--- src/include/itfd_pkg.sv ---
// Package for the input terminal function decoder: codes, layouts and types
package itfd_pkg;
   localparam int NUM_TERM = 9;
   localparam int CODE_W = 7;
   localparam int FREQ_W = 16;
   localparam int CNT_W = 16;
   localparam logic [CODE_W-1:0] FN_NONE = 7'h00;
   localparam logic [CODE_W-1:0] FN_MS1 = 7'h10;
   localparam logic [CODE_W-1:0] FN_MS2 = 7'h11;
   localparam logic [CODE_W-1:0] FN_MS3 = 7'h12;
   localparam logic [CODE_W-1:0] FN_MS4 = 7'h13;
   localparam logic [CODE_W-1:0] FN_RAMP1 = 7'h15;
   localparam logic [CODE_W-1:0] FN_RAMP2 = 7'h16;
   localparam logic [CODE_W-1:0] FN_WOB_PAUSE = 7'h1a;
   localparam logic [CODE_W-1:0] FN_WOB_RESET = 7'h1b;
   localparam logic [CODE_W-1:0] FN_CNT_RESET = 7'h1c;
   localparam logic [CODE_W-1:0] FN_MODE_SW = 7'h1d;
   localparam logic [CODE_W-1:0] FN_FREEZE = 7'h1e;
   localparam logic [CODE_W-1:0] FN_CNT_TRIG = 7'h1f;
   localparam logic [CODE_W-1:0] FN_TRIM_CLR = 7'h21;
   localparam logic [CODE_W-1:0] FN_DC_BRAKE = 7'h22;
   localparam logic [CODE_W-1:0] FN_SRC_KEY = 7'h24;
   localparam logic [CODE_W-1:0] FN_SRC_TERM = 7'h25;
   localparam logic [CODE_W-1:0] FN_SRC_COMM = 7'h26;
   localparam logic [FREQ_W-1:0] FREQ_RST = 16'h0000;
   localparam logic [CNT_W-1:0] CNT_RST = 16'h0000;
   localparam logic [CNT_W-1:0] CNT_ONE = 16'h0001;
   localparam logic [2:0] SYNC_RST = 3'h0;

   typedef enum logic [1:0]
   {
      ITFD_SRC_KEY = 2'b00,
      ITFD_SRC_TERM = 2'b01,
      ITFD_SRC_COMM = 2'b10
   } itfd_src_e;

   typedef enum logic
   {
      ITFD_MODE_SPEED = 1'b0,
      ITFD_MODE_TORQUE = 1'b1
   } itfd_mode_e;

   typedef struct packed
   {
      logic [3:0] speedIndex;
      logic [1:0] rampSet;
      logic wobblePause;
      logic dcBrake;
      logic rampFreeze;
      logic trimClear;
   } itfd_act_s;
endpackage

--- src/hdl/itfd_decoder.sv ---
// Input terminal function decoder: maps terminal functions to drive actions
`timescale 1ns/10ps
module itfd_decoder
(
   // Clock and reset
   input wire logic clk_sys,
   input wire logic rst_n,
   // Terminals and their function codes
   input wire logic [itfd_pkg::NUM_TERM-1:0] termIn,
   input wire logic [itfd_pkg::NUM_TERM*itfd_pkg::CODE_W-1:0] termCode,
   // Core inputs
   input wire logic [1:0] cfgSource,
   input wire logic [itfd_pkg::FREQ_W-1:0] outFreqIn,
   input wire logic [itfd_pkg::FREQ_W-1:0] wobbleFreq,
   input wire logic [itfd_pkg::FREQ_W-1:0] wobbleCenter,
   input wire logic [itfd_pkg::FREQ_W-1:0] trimmedFreq,
   input wire logic [itfd_pkg::FREQ_W-1:0] channelFreq,
   input wire logic stopCmd,
   input wire logic pulseIn,
   // Decoded outputs
   output itfd_pkg::itfd_act_s act,
   output logic [itfd_pkg::FREQ_W-1:0] setFreq,
   output logic [itfd_pkg::FREQ_W-1:0] refFreq,
   output logic [itfd_pkg::CNT_W-1:0] pulseCount,
   output itfd_pkg::itfd_mode_e ctrlMode,
   output itfd_pkg::itfd_src_e runSource,
   output logic stopOut
);

////////////////////////////////////////////////////////////////////////////////
// Reset release
logic [1:0] rstSync;
logic rstLocal_n;

always_ff @(posedge clk_sys or negedge rst_n)
begin
   if (!rst_n)
      rstSync <= 2'h0;
   else
      rstSync <= {rstSync[0], 1'b1};
end
assign rstLocal_n = rstSync[1];

////////////////////////////////////////////////////////////////////////////////
// Terminal and pulse synchronisers; a change counts when stages two and three agree
logic [itfd_pkg::NUM_TERM-1:0] termLvl;
logic pulseLvl;

genvar gi;
generate
   for (gi = 0; gi <= itfd_pkg::NUM_TERM; gi++)
   begin : gSync
      logic [2:0] sh;
      logic lvl;
      logic next_lvl;
      logic rawIn;
      if (gi < itfd_pkg::NUM_TERM)
      begin : gT
         assign rawIn = termIn[gi];
         assign termLvl[gi] = lvl;
      end
      else
      begin : gP
         assign rawIn = pulseIn;
         assign pulseLvl = lvl;
      end
      always_comb
      begin
         next_lvl = (sh[1] == sh[2]) ? sh[2] : lvl;
      end
      always_ff @(posedge clk_sys or negedge rstLocal_n)
      begin
         if (!rstLocal_n)
         begin
            sh <= itfd_pkg::SYNC_RST;
            lvl <= 1'b0;
         end
         else
         begin
            sh <= {sh[1:0], rawIn};
            lvl <= next_lvl;
         end
      end
   end
endgenerate

////////////////////////////////////////////////////////////////////////////////
// Function decode: OR of every active terminal carrying each code
logic fMs1, fMs2, fMs3, fMs4, fRamp1, fRamp2, fWobP, fWobR, fCntR, fMode;
logic fFreeze, fCntT, fTrim, fDc, fKey, fTerm, fComm;
logic anyCoded;

always_comb
begin
   logic [itfd_pkg::CODE_W-1:0] c;
   c = '0;
   {fMs1, fMs2, fMs3, fMs4, fRamp1, fRamp2, fWobP, fWobR, fCntR} = '0;
   {fMode, fFreeze, fCntT, fTrim, fDc, fKey, fTerm, fComm} = '0;
   anyCoded = 1'b0;
   for (int i = 0; i < itfd_pkg::NUM_TERM; i++)
   begin
      c = termCode[i*itfd_pkg::CODE_W +: itfd_pkg::CODE_W];
      // Code zero matches no function below, so such a terminal does nothing
      if (termLvl[i] && c != itfd_pkg::FN_NONE)
      begin
         fMs1 |= (c == itfd_pkg::FN_MS1);
         fMs2 |= (c == itfd_pkg::FN_MS2);
         fMs3 |= (c == itfd_pkg::FN_MS3);
         fMs4 |= (c == itfd_pkg::FN_MS4);
         fRamp1 |= (c == itfd_pkg::FN_RAMP1);
         fRamp2 |= (c == itfd_pkg::FN_RAMP2);
         fWobP |= (c == itfd_pkg::FN_WOB_PAUSE);
         fWobR |= (c == itfd_pkg::FN_WOB_RESET);
         fCntR |= (c == itfd_pkg::FN_CNT_RESET);
         fMode |= (c == itfd_pkg::FN_MODE_SW);
         fFreeze |= (c == itfd_pkg::FN_FREEZE);
         fCntT |= (c == itfd_pkg::FN_CNT_TRIG);
         fTrim |= (c == itfd_pkg::FN_TRIM_CLR);
         fDc |= (c == itfd_pkg::FN_DC_BRAKE);
         fKey |= (c == itfd_pkg::FN_SRC_KEY);
         fTerm |= (c == itfd_pkg::FN_SRC_TERM);
         fComm |= (c == itfd_pkg::FN_SRC_COMM);
         anyCoded = 1'b1;
      end
   end
end

////////////////////////////////////////////////////////////////////////////////
// Registered actions and state
logic prevWobR, prevCntR, prevMode, prevPulse;
logic next_prevWobR, next_prevCntR, next_prevMode, next_prevPulse;
itfd_pkg::itfd_act_s next_act;
logic [itfd_pkg::FREQ_W-1:0] next_setFreq, next_refFreq;
logic [itfd_pkg::CNT_W-1:0] next_pulseCount;
itfd_pkg::itfd_mode_e next_ctrlMode;
itfd_pkg::itfd_src_e next_runSource;
logic next_stopOut;

always_comb
begin
   next_prevWobR = fWobR;
   next_prevCntR = fCntR;
   next_prevMode = fMode;
   next_prevPulse = pulseLvl;
   next_act.speedIndex = {fMs4, fMs3, fMs2, fMs1};
   next_act.rampSet = {fRamp2, fRamp1}; // Code 0..3 is set one..four
   next_act.wobblePause = fWobP;
   next_act.dcBrake = fDc;
   next_act.rampFreeze = fFreeze;
   next_act.trimClear = fTrim;
   // Priority: freeze over pause over reset over normal wobble
   if (fFreeze)
      next_setFreq = setFreq;
   else if (fWobP)
      next_setFreq = setFreq; // Wobbling resumes from outFreqIn, or from wobbleFreq if the held value equals outFreqIn
   else if (fWobR && !prevWobR)
      next_setFreq = wobbleCenter;
   else if (!prevWobR || !fWobR)
      next_setFreq = fWobP ? setFreq : (setFreq == outFreqIn ? wobbleFreq : outFreqIn);
   else
      next_setFreq = setFreq;
   next_refFreq = fTrim ? channelFreq : trimmedFreq;
   // Stop passes through freeze untouched
   next_stopOut = stopCmd;
   // Reset edge beats counting in the same cycle
   if (fCntR && !prevCntR)
      next_pulseCount = itfd_pkg::CNT_RST;
   else if (fCntT && pulseLvl && !prevPulse)
      next_pulseCount = pulseCount + itfd_pkg::CNT_ONE;
   else
      next_pulseCount = pulseCount;
   if (fMode && !prevMode)
      next_ctrlMode = (ctrlMode == itfd_pkg::ITFD_MODE_SPEED) ? itfd_pkg::ITFD_MODE_TORQUE
                                                            : itfd_pkg::ITFD_MODE_SPEED;
   else
      next_ctrlMode = ctrlMode;
   // Keypad over terminal over comm; none active falls back to configuration
   if (fKey)
      next_runSource = itfd_pkg::ITFD_SRC_KEY;
   else if (fTerm)
      next_runSource = itfd_pkg::ITFD_SRC_TERM;
   else if (fComm)
      next_runSource = itfd_pkg::ITFD_SRC_COMM;
   else if (cfgSource == 2'h3)
      next_runSource = itfd_pkg::ITFD_SRC_KEY;
   else
      next_runSource = itfd_pkg::itfd_src_e'(cfgSource);
end

always_ff @(posedge clk_sys or negedge rstLocal_n)
begin
   if (!rstLocal_n)
   begin
      prevWobR <= 1'b0;
      prevCntR <= 1'b0;
      prevMode <= 1'b0;
      prevPulse <= 1'b0;
      act <= '0;
      setFreq <= itfd_pkg::FREQ_RST;
      refFreq <= itfd_pkg::FREQ_RST;
      pulseCount <= itfd_pkg::CNT_RST;
      ctrlMode <= itfd_pkg::ITFD_MODE_SPEED;
      runSource <= itfd_pkg::ITFD_SRC_KEY;
      stopOut <= 1'b0;
   end
   else
   begin
      prevWobR <= next_prevWobR;
      prevCntR <= next_prevCntR;
      prevMode <= next_prevMode;
      prevPulse <= next_prevPulse;
      act <= next_act;
      setFreq <= next_setFreq;
      refFreq <= next_refFreq;
      pulseCount <= next_pulseCount;
      ctrlMode <= next_ctrlMode;
      runSource <= next_runSource;
      stopOut <= next_stopOut;
   end
end

////////////////////////////////////////////////////////////////////////////////
// Checks; all stay quiet until the local reset lets go

a_speed_index: assert property (@(posedge clk_sys) disable iff (!rstLocal_n)
   1'b1 |=> act.speedIndex == $past({fMs4, fMs3, fMs2, fMs1}))
   else $error("speed index wrong");

a_index_range: assert property (@(posedge clk_sys) disable iff (!rstLocal_n)
   (fMs4 && fMs1 && !fMs2 && !fMs3) |=> act.speedIndex == 4'h9)
   else $error("index bits");

a_ramp_set: assert property (@(posedge clk_sys) disable iff (!rstLocal_n)
   (fRamp1 && !fRamp2) |=> act.rampSet == 2'h1)
   else $error("ramp set wrong");

a_ramp_four: assert property (@(posedge clk_sys) disable iff (!rstLocal_n)
   (fRamp1 && fRamp2) |=> act.rampSet == 2'h3)
   else $error("ramp set four wrong");

a_wobble_hold: assert property (@(posedge clk_sys) disable iff (!rstLocal_n)
   fWobP |=> setFreq == $past(setFreq))
   else $error("pause did not hold");

a_wobble_reset: assert property (@(posedge clk_sys) disable iff (!rstLocal_n)
   (fWobR && !prevWobR && !fWobP && !fFreeze) |=> setFreq == $past(wobbleCenter))
   else $error("reset not to center");

a_count_clear: assert property (@(posedge clk_sys) disable iff (!rstLocal_n)
   (fCntR && !prevCntR) |=> pulseCount == itfd_pkg::CNT_RST)
   else $error("counter not cleared");

a_count_gate: assert property (@(posedge clk_sys) disable iff (!rstLocal_n)
   !fCntT |=> pulseCount == itfd_pkg::CNT_RST || pulseCount == $past(pulseCount))
   else $error("counted untriggered");

a_count_step: assert property (@(posedge clk_sys) disable iff (!rstLocal_n)
   (fCntT && pulseLvl && !prevPulse && !(fCntR && !prevCntR))
   |=> pulseCount == $past(pulseCount) + itfd_pkg::CNT_ONE)
   else $error("pulse not counted");

a_mode_toggle: assert property (@(posedge clk_sys) disable iff (!rstLocal_n)
   (fMode && !prevMode) |=> ctrlMode != $past(ctrlMode))
   else $error("mode not toggled");

a_mode_hold: assert property (@(posedge clk_sys) disable iff (!rstLocal_n)
   !(fMode && !prevMode) |=> ctrlMode == $past(ctrlMode))
   else $error("mode changed unasked");

a_freeze_stop: assert property (@(posedge clk_sys) disable iff (!rstLocal_n)
   fFreeze |=> setFreq == $past(setFreq) && stopOut == $past(stopCmd))
   else $error("freeze broken");

a_stop_pass: assert property (@(posedge clk_sys) disable iff (!rstLocal_n)
   1'b1 |=> stopOut == $past(stopCmd))
   else $error("stop not passed");

a_trim_clear: assert property (@(posedge clk_sys) disable iff (!rstLocal_n)
   1'b1 |=> refFreq == ($past(fTrim) ? $past(channelFreq) : $past(trimmedFreq)))
   else $error("trim select wrong");

a_dc_brake: assert property (@(posedge clk_sys) disable iff (!rstLocal_n)
   $rose(fDc) |=> act.dcBrake)
   else $error("brake late");

a_key_source: assert property (@(posedge clk_sys) disable iff (!rstLocal_n)
   fKey |=> runSource == itfd_pkg::ITFD_SRC_KEY)
   else $error("keypad source lost");

a_term_source: assert property (@(posedge clk_sys) disable iff (!rstLocal_n)
   (fTerm && !fKey) |=> runSource == itfd_pkg::ITFD_SRC_TERM)
   else $error("terminal source lost");

a_comm_source: assert property (@(posedge clk_sys) disable iff (!rstLocal_n)
   (fComm && !fKey && !fTerm) |=> runSource == itfd_pkg::ITFD_SRC_COMM)
   else $error("comm source lost");

a_src_fallback: assert property (@(posedge clk_sys) disable iff (!rstLocal_n)
   (!fKey && !fTerm && !fComm && cfgSource != 2'h3) |=> runSource == $past(cfgSource))
   else $error("source not restored");

a_code_zero: assert property (@(posedge clk_sys) disable iff (!rstLocal_n)
   !anyCoded |=> act == '0)
   else $error("code zero acted");

endmodule

--- config.mk ---
export PLATFORM = sky130hd
export DESIGN_NAME = itfd_decoder
export DESIGN_NICKNAME = d
export VERILOG_FILES = /design/src/include/itfd_pkg.sv /design/src/hdl/itfd_decoder.sv
export SDC_FILE = /design/constraint.sdc
export NUM_CORES = 1
export LEC_CHECK = 0
export CAP_MARGIN = 20
export CORE_MARGIN = 3
export CORE_UTILIZATION = 55
export DETAILED_ROUTE_END_ITERATION = 16
export DONT_BUFFER_PORTS = 1
export GPL_ROUTABILITY_DRIVEN = 0
export PLACE_DENSITY = 0.74
export SYNTH_ARGS = -nofsm -noshare
export SYNTH_HDL_FRONTEND = slang
export SYNTH_SLANG_ARGS = --single-unit
--- constraint.sdc ---
create_clock -name clk_sys -period 4.74 [get_ports clk_sys]
set_input_delay 0.474 -clock clk_sys [delete_from_list [all_inputs] [get_ports clk_sys]]
set_output_delay 0.474 -clock clk_sys [all_outputs]
set_load 0.02 [all_outputs]
==> flow_results.org <==
** Run status
- The flow ran to the end, and the final reports show no timing, DRC or antenna violations.

** Setup path
- The worst setup path is launched from a flop.
- In this design, the largest share of critical-path delay is due to simple AND/OR/NAND/NOR gates.
- Critical path fanouts, max :: 16
- Critical setup path kind :: flop to flop
- The slowest stage of the critical path belongs to the cell sky130_fd_sc_hd__and4_1.
- Critical path capture point type :: flop
- Setup slack on the worst reg-to-reg path comes out at 1.68 ns.
- Worst path buffer plus inverter count :: 1
- Walking the worst path, the cells encountered are and4bb_1, nand4_1, and4_1, and4_1, inv_4, a211oi_4, o22a_1.
- At the worst endpoint, the arrival time is 3.37 ns.
- Counting stages on the worst path, the most repeated cell is sky130_fd_sc_hd__and4_1.
- Data on the critical path is required at its endpoint by 5.06 ns.
- Largest stage delay on the critical path :: 0.75 ns

** Layout
- At the end of the flow, the number of nets in the layout was 757.
- After routing the design area is 6480 µm².
- Inserted Diodes :: 0
- Fraction of final layout cells sized beyond drive strength 1 :: 9.78%
- The finished layout holds 743 standard cells, fillers aside.
- Layout overhead on the synthesized area :: 5.16%

** Floorplanning
- Width of the die :: 112 µm
- Std cell rows :: 38
- The die covers 12500 µm².
- The core region is 10900 µm².
- Number of primary I/O pins :: 220
- For this configuration, the core starts out at a cell density of 56.6%.
- From bottom edge to top edge, the die measures 112 µm.

** Synthesis
- Yosys printed 0 warnings.
- Most used standard cell by instance count after synthesis :: sky130_fd_sc_hd__dfrtp_1
- By area the synthesized netlist is led by sky130_fd_sc_hd__dfrtp_1, sky130_fd_sc_hd__mux2i_1, sky130_fd_sc_hd__nand3_1.
- When the netlist entered floorplanning its net count stood at 764.
- Post-synthesis cell count :: 605
- Most numerous cell types in the synthesized netlist :: sky130_fd_sc_hd__dfrtp_1, sky130_fd_sc_hd__nand3_1, sky130_fd_sc_hd__nor2_1, sky130_fd_sc_hd__nand4_1, sky130_fd_sc_hd__mux2i_1
- Counting flops with an async set or reset pin after synthesis yields a share of 100%.
- The synthesized design contains 0 enable-type register cells.
- Distinct cell type count of the synthesized netlist :: 71
- Share of the synthesized area in the top cell type :: 43.9%
- Register bit count reported by yosys :: 108
- The mapped netlist covers 6160 µm².
- For this run, the leading register cell type out of synthesis is sky130_fd_sc_hd__dfrtp_1.
- After synthesis, flip-flops and latches occupy 43.9% of the total area.
- Post-synthesis average cell area :: 10.2 µm²
- Area leader, netlist :: sky130_fd_sc_hd__dfrtp_1

** Timing
- Dividing the final minimum period by the clock period gives 64.5%.
- At the pin with the least slew margin, the transition time is 1.06 ns.
- Setup repair after global routing left no endpoint under its margin.
- Timing would allow up to 327 MHz.
- The final max-slew violation count came to 0.
- Final-layout setup total negative slack :: 0 ns
- Across the routed clock network, the largest skew measured is 0.0141 ns.
- Number of endpoints with negative hold slack in the final report :: 0
- Setup violations remaining at the end of the flow were counted as 0.
- The clock period could shrink to 3.06 ns.
- Worst rel slew slack :: 28.4%
- Minimum setup slack in the final design :: 1.68 ns

** GRT
- Global-route congestion overflow total :: 0
- GRT Util Overall :: 27.1%
- Wire length of the first global-routing pass :: 26.8 mm
- The number of antenna violations at the first check in global routing came to 0.
- Entering global routing, the biggest net connects 58 pins.
- The via count of the first global-routing pass came to 5051.

** Placed design
- Post-placement setup slack :: 1.66 ns
- HPWL Detailed :: 13.9 mm
- Placed Instances :: 725
- Buffers placed on the I/O ports in this run total 0.
- The placed instances occupy a cell area of 6210 µm².

** Clock network
- The later pin in the worst-skew pair is clocked with a latency of 0.37 ns.
- The number of hold buffers added after CTS was 1.
- Clock Tree Buf Depth :: 2
- The clock net in this run drives a total of 108 sinks.
- The tree is rooted in a sky130_fd_sc_hd__clkbuf_8.
- Number of CTS-inserted buffers :: 9
- Post-cts gate resize count :: 0
- The H-tree was split into 3 levels.
- After clock tree synthesis, the clock-pin slew on the worst setup and hold paths is 0.11 ns.
- After clock tree synthesis, the setup repair step added 0 buffers.
- TritonCTS built the clock tree.

** Detailed routing
- Drc violations :: 0
- For this run, the detailed router's first-pass iteration total came to 8.
- For this block, the initial DRC count from the detailed router was 762.
- Detailed-route wire length :: 17.5 mm
- After detailed routing, the average wire length per cell comes to 23.5 µm.
- Via-to-Cell Ratio :: 6.99
- Across all layers, the routed design uses 5193 vias.
- The count of nets left with antenna violations once routing finished came out at 0.

** Power and ir drop
- Worst vdd ir :: 0.231 mV
- Cell leakage power :: 2.51 nW
- Power per unit of standard cell area :: 300 nW/µm²

** Min path
- Classification of the worst-slack hold path :: input port to flop

** Job
- Max_cap viols :: 0
## logic make-up after synthesis
logic type	count (synthesis)	share of synthesized area, %
AOI/OAI and AO/OA	83	10.4
xor gates and xnor gates	21	2.99
buffers and inverters	29	2.80
DFF	108	43.9
muxes	49	8.31
and+or+nand+nor	303	29.8
adders and majority gates	11	1.83
other	1	0.0609
## layout by cell type, fill, tap and decap left out, types with 4 or more instances in the layout
cell / count
sky130_fd_sc_hd__nand2b_1: 5
sky130_fd_sc_hd__o31ai_1: 9
sky130_fd_sc_hd__nand4_1: 41
sky130_fd_sc_hd__nand3b_1: 6
sky130_fd_sc_hd__nor3b_1: 4
sky130_fd_sc_hd__nor2_1: 42
sky130_fd_sc_hd__mux2i_1: 32
sky130_fd_sc_hd__or3_1: 4
sky130_fd_sc_hd__dfrtp_1: 107
sky130_fd_sc_hd__nand2_1: 30
sky130_fd_sc_hd__nand4bb_1: 4
sky130_fd_sc_hd__nor2b_1: 28
sky130_fd_sc_hd__a31oi_1: 5
sky130_fd_sc_hd__xnor2_1: 20
sky130_fd_sc_hd__nand3_1: 59
sky130_fd_sc_hd__o21ai_0: 6
sky130_fd_sc_hd__and4bb_2: 9
sky130_fd_sc_hd__and4_1: 5
sky130_fd_sc_hd__maj3_1: 10
sky130_fd_sc_hd__nor4bb_1: 4
sky130_fd_sc_hd__nor3_1: 14
sky130_fd_sc_hd__mux2_2: 17
sky130_fd_sc_hd__o22a_1: 17
sky130_fd_sc_hd__or4_1: 10
sky130_fd_sc_hd__a22oi_1: 4
sky130_fd_sc_hd__a32oi_1: 5
sky130_fd_sc_hd__and2_1: 8
sky130_fd_sc_hd__clkbuf_8: 9
sky130_fd_sc_hd__inv_1: 7
sky130_fd_sc_hd__and3_1: 5
sky130_fd_sc_hd__a21oi_1: 14
## flip-flops by register name (all words and copies together) (netlist names)
signal	count
rstSync	2
prevWobR	1
refFreq	16
gSync.lvl	10
pulseCount	16
ctrlMode	1
gSync.sh	30
act	10
setFreq	16
runSource	2
prevMode	1
prevPulse	1
stopOut	1
prevCntR	1
## worst paths after layout
check                                  start             end  depth (start not counted)
worst min register to register    rstSync[1]    gSync[8].lvl                          0
worst max-delay path            gSync[5].lvl     setFreq[13]                          7
min in group asynchronous              rst_n      rstSync[0]                          1
worst max register to register  gSync[5].lvl     setFreq[13]                          7
worst min-delay path               termIn[0]  gSync[0].sh[0]                          0
max in group asynchronous         rstSync[1]    gSync[9].lvl                          1
## layer usage
metal	vias to the layer above	share of wire, %	global-route usage [%]
met3	57	13	11.0
met1	2502	37	33.6
met4	0	2.9	10.1
li1	2284	-	-
met5	-	0	0
met2	350	48	42.8
## cell type report
cell class,count,area (µm²)
Timing Repair Buffer,3,32.5
Sequential cell,108,2710
Multi-Input combinational cell,468,3280
Clock inverter,7,123
Tap cell,140,175
Fill cell,916,4410
Inverter,8,32.5
Clock buffer,9,124
## report_power, final
part	internal (W)	total [W]	switching, W
sequential	0.000980	0.00109	0.000107
clock	0.000354	0.000672	0.000317
combinational	0.0000866	0.000184	0.0000973
total	0.00142	0.00194	0.000522
## stage by stage
step                      utilization [%]  power (W)  hold WS (ns)
after CTS                            59.4    0.00196        0.0878
after global placement               57.0    0.00128         0.178
after detailed placement             57.0    0.00129         0.178
after floorplan                         -    0.00124         0.178
final                                59.5    0.00194         0.114
after global routing                 59.5    0.00203        0.0814
(Power assumes the default switching activity.)
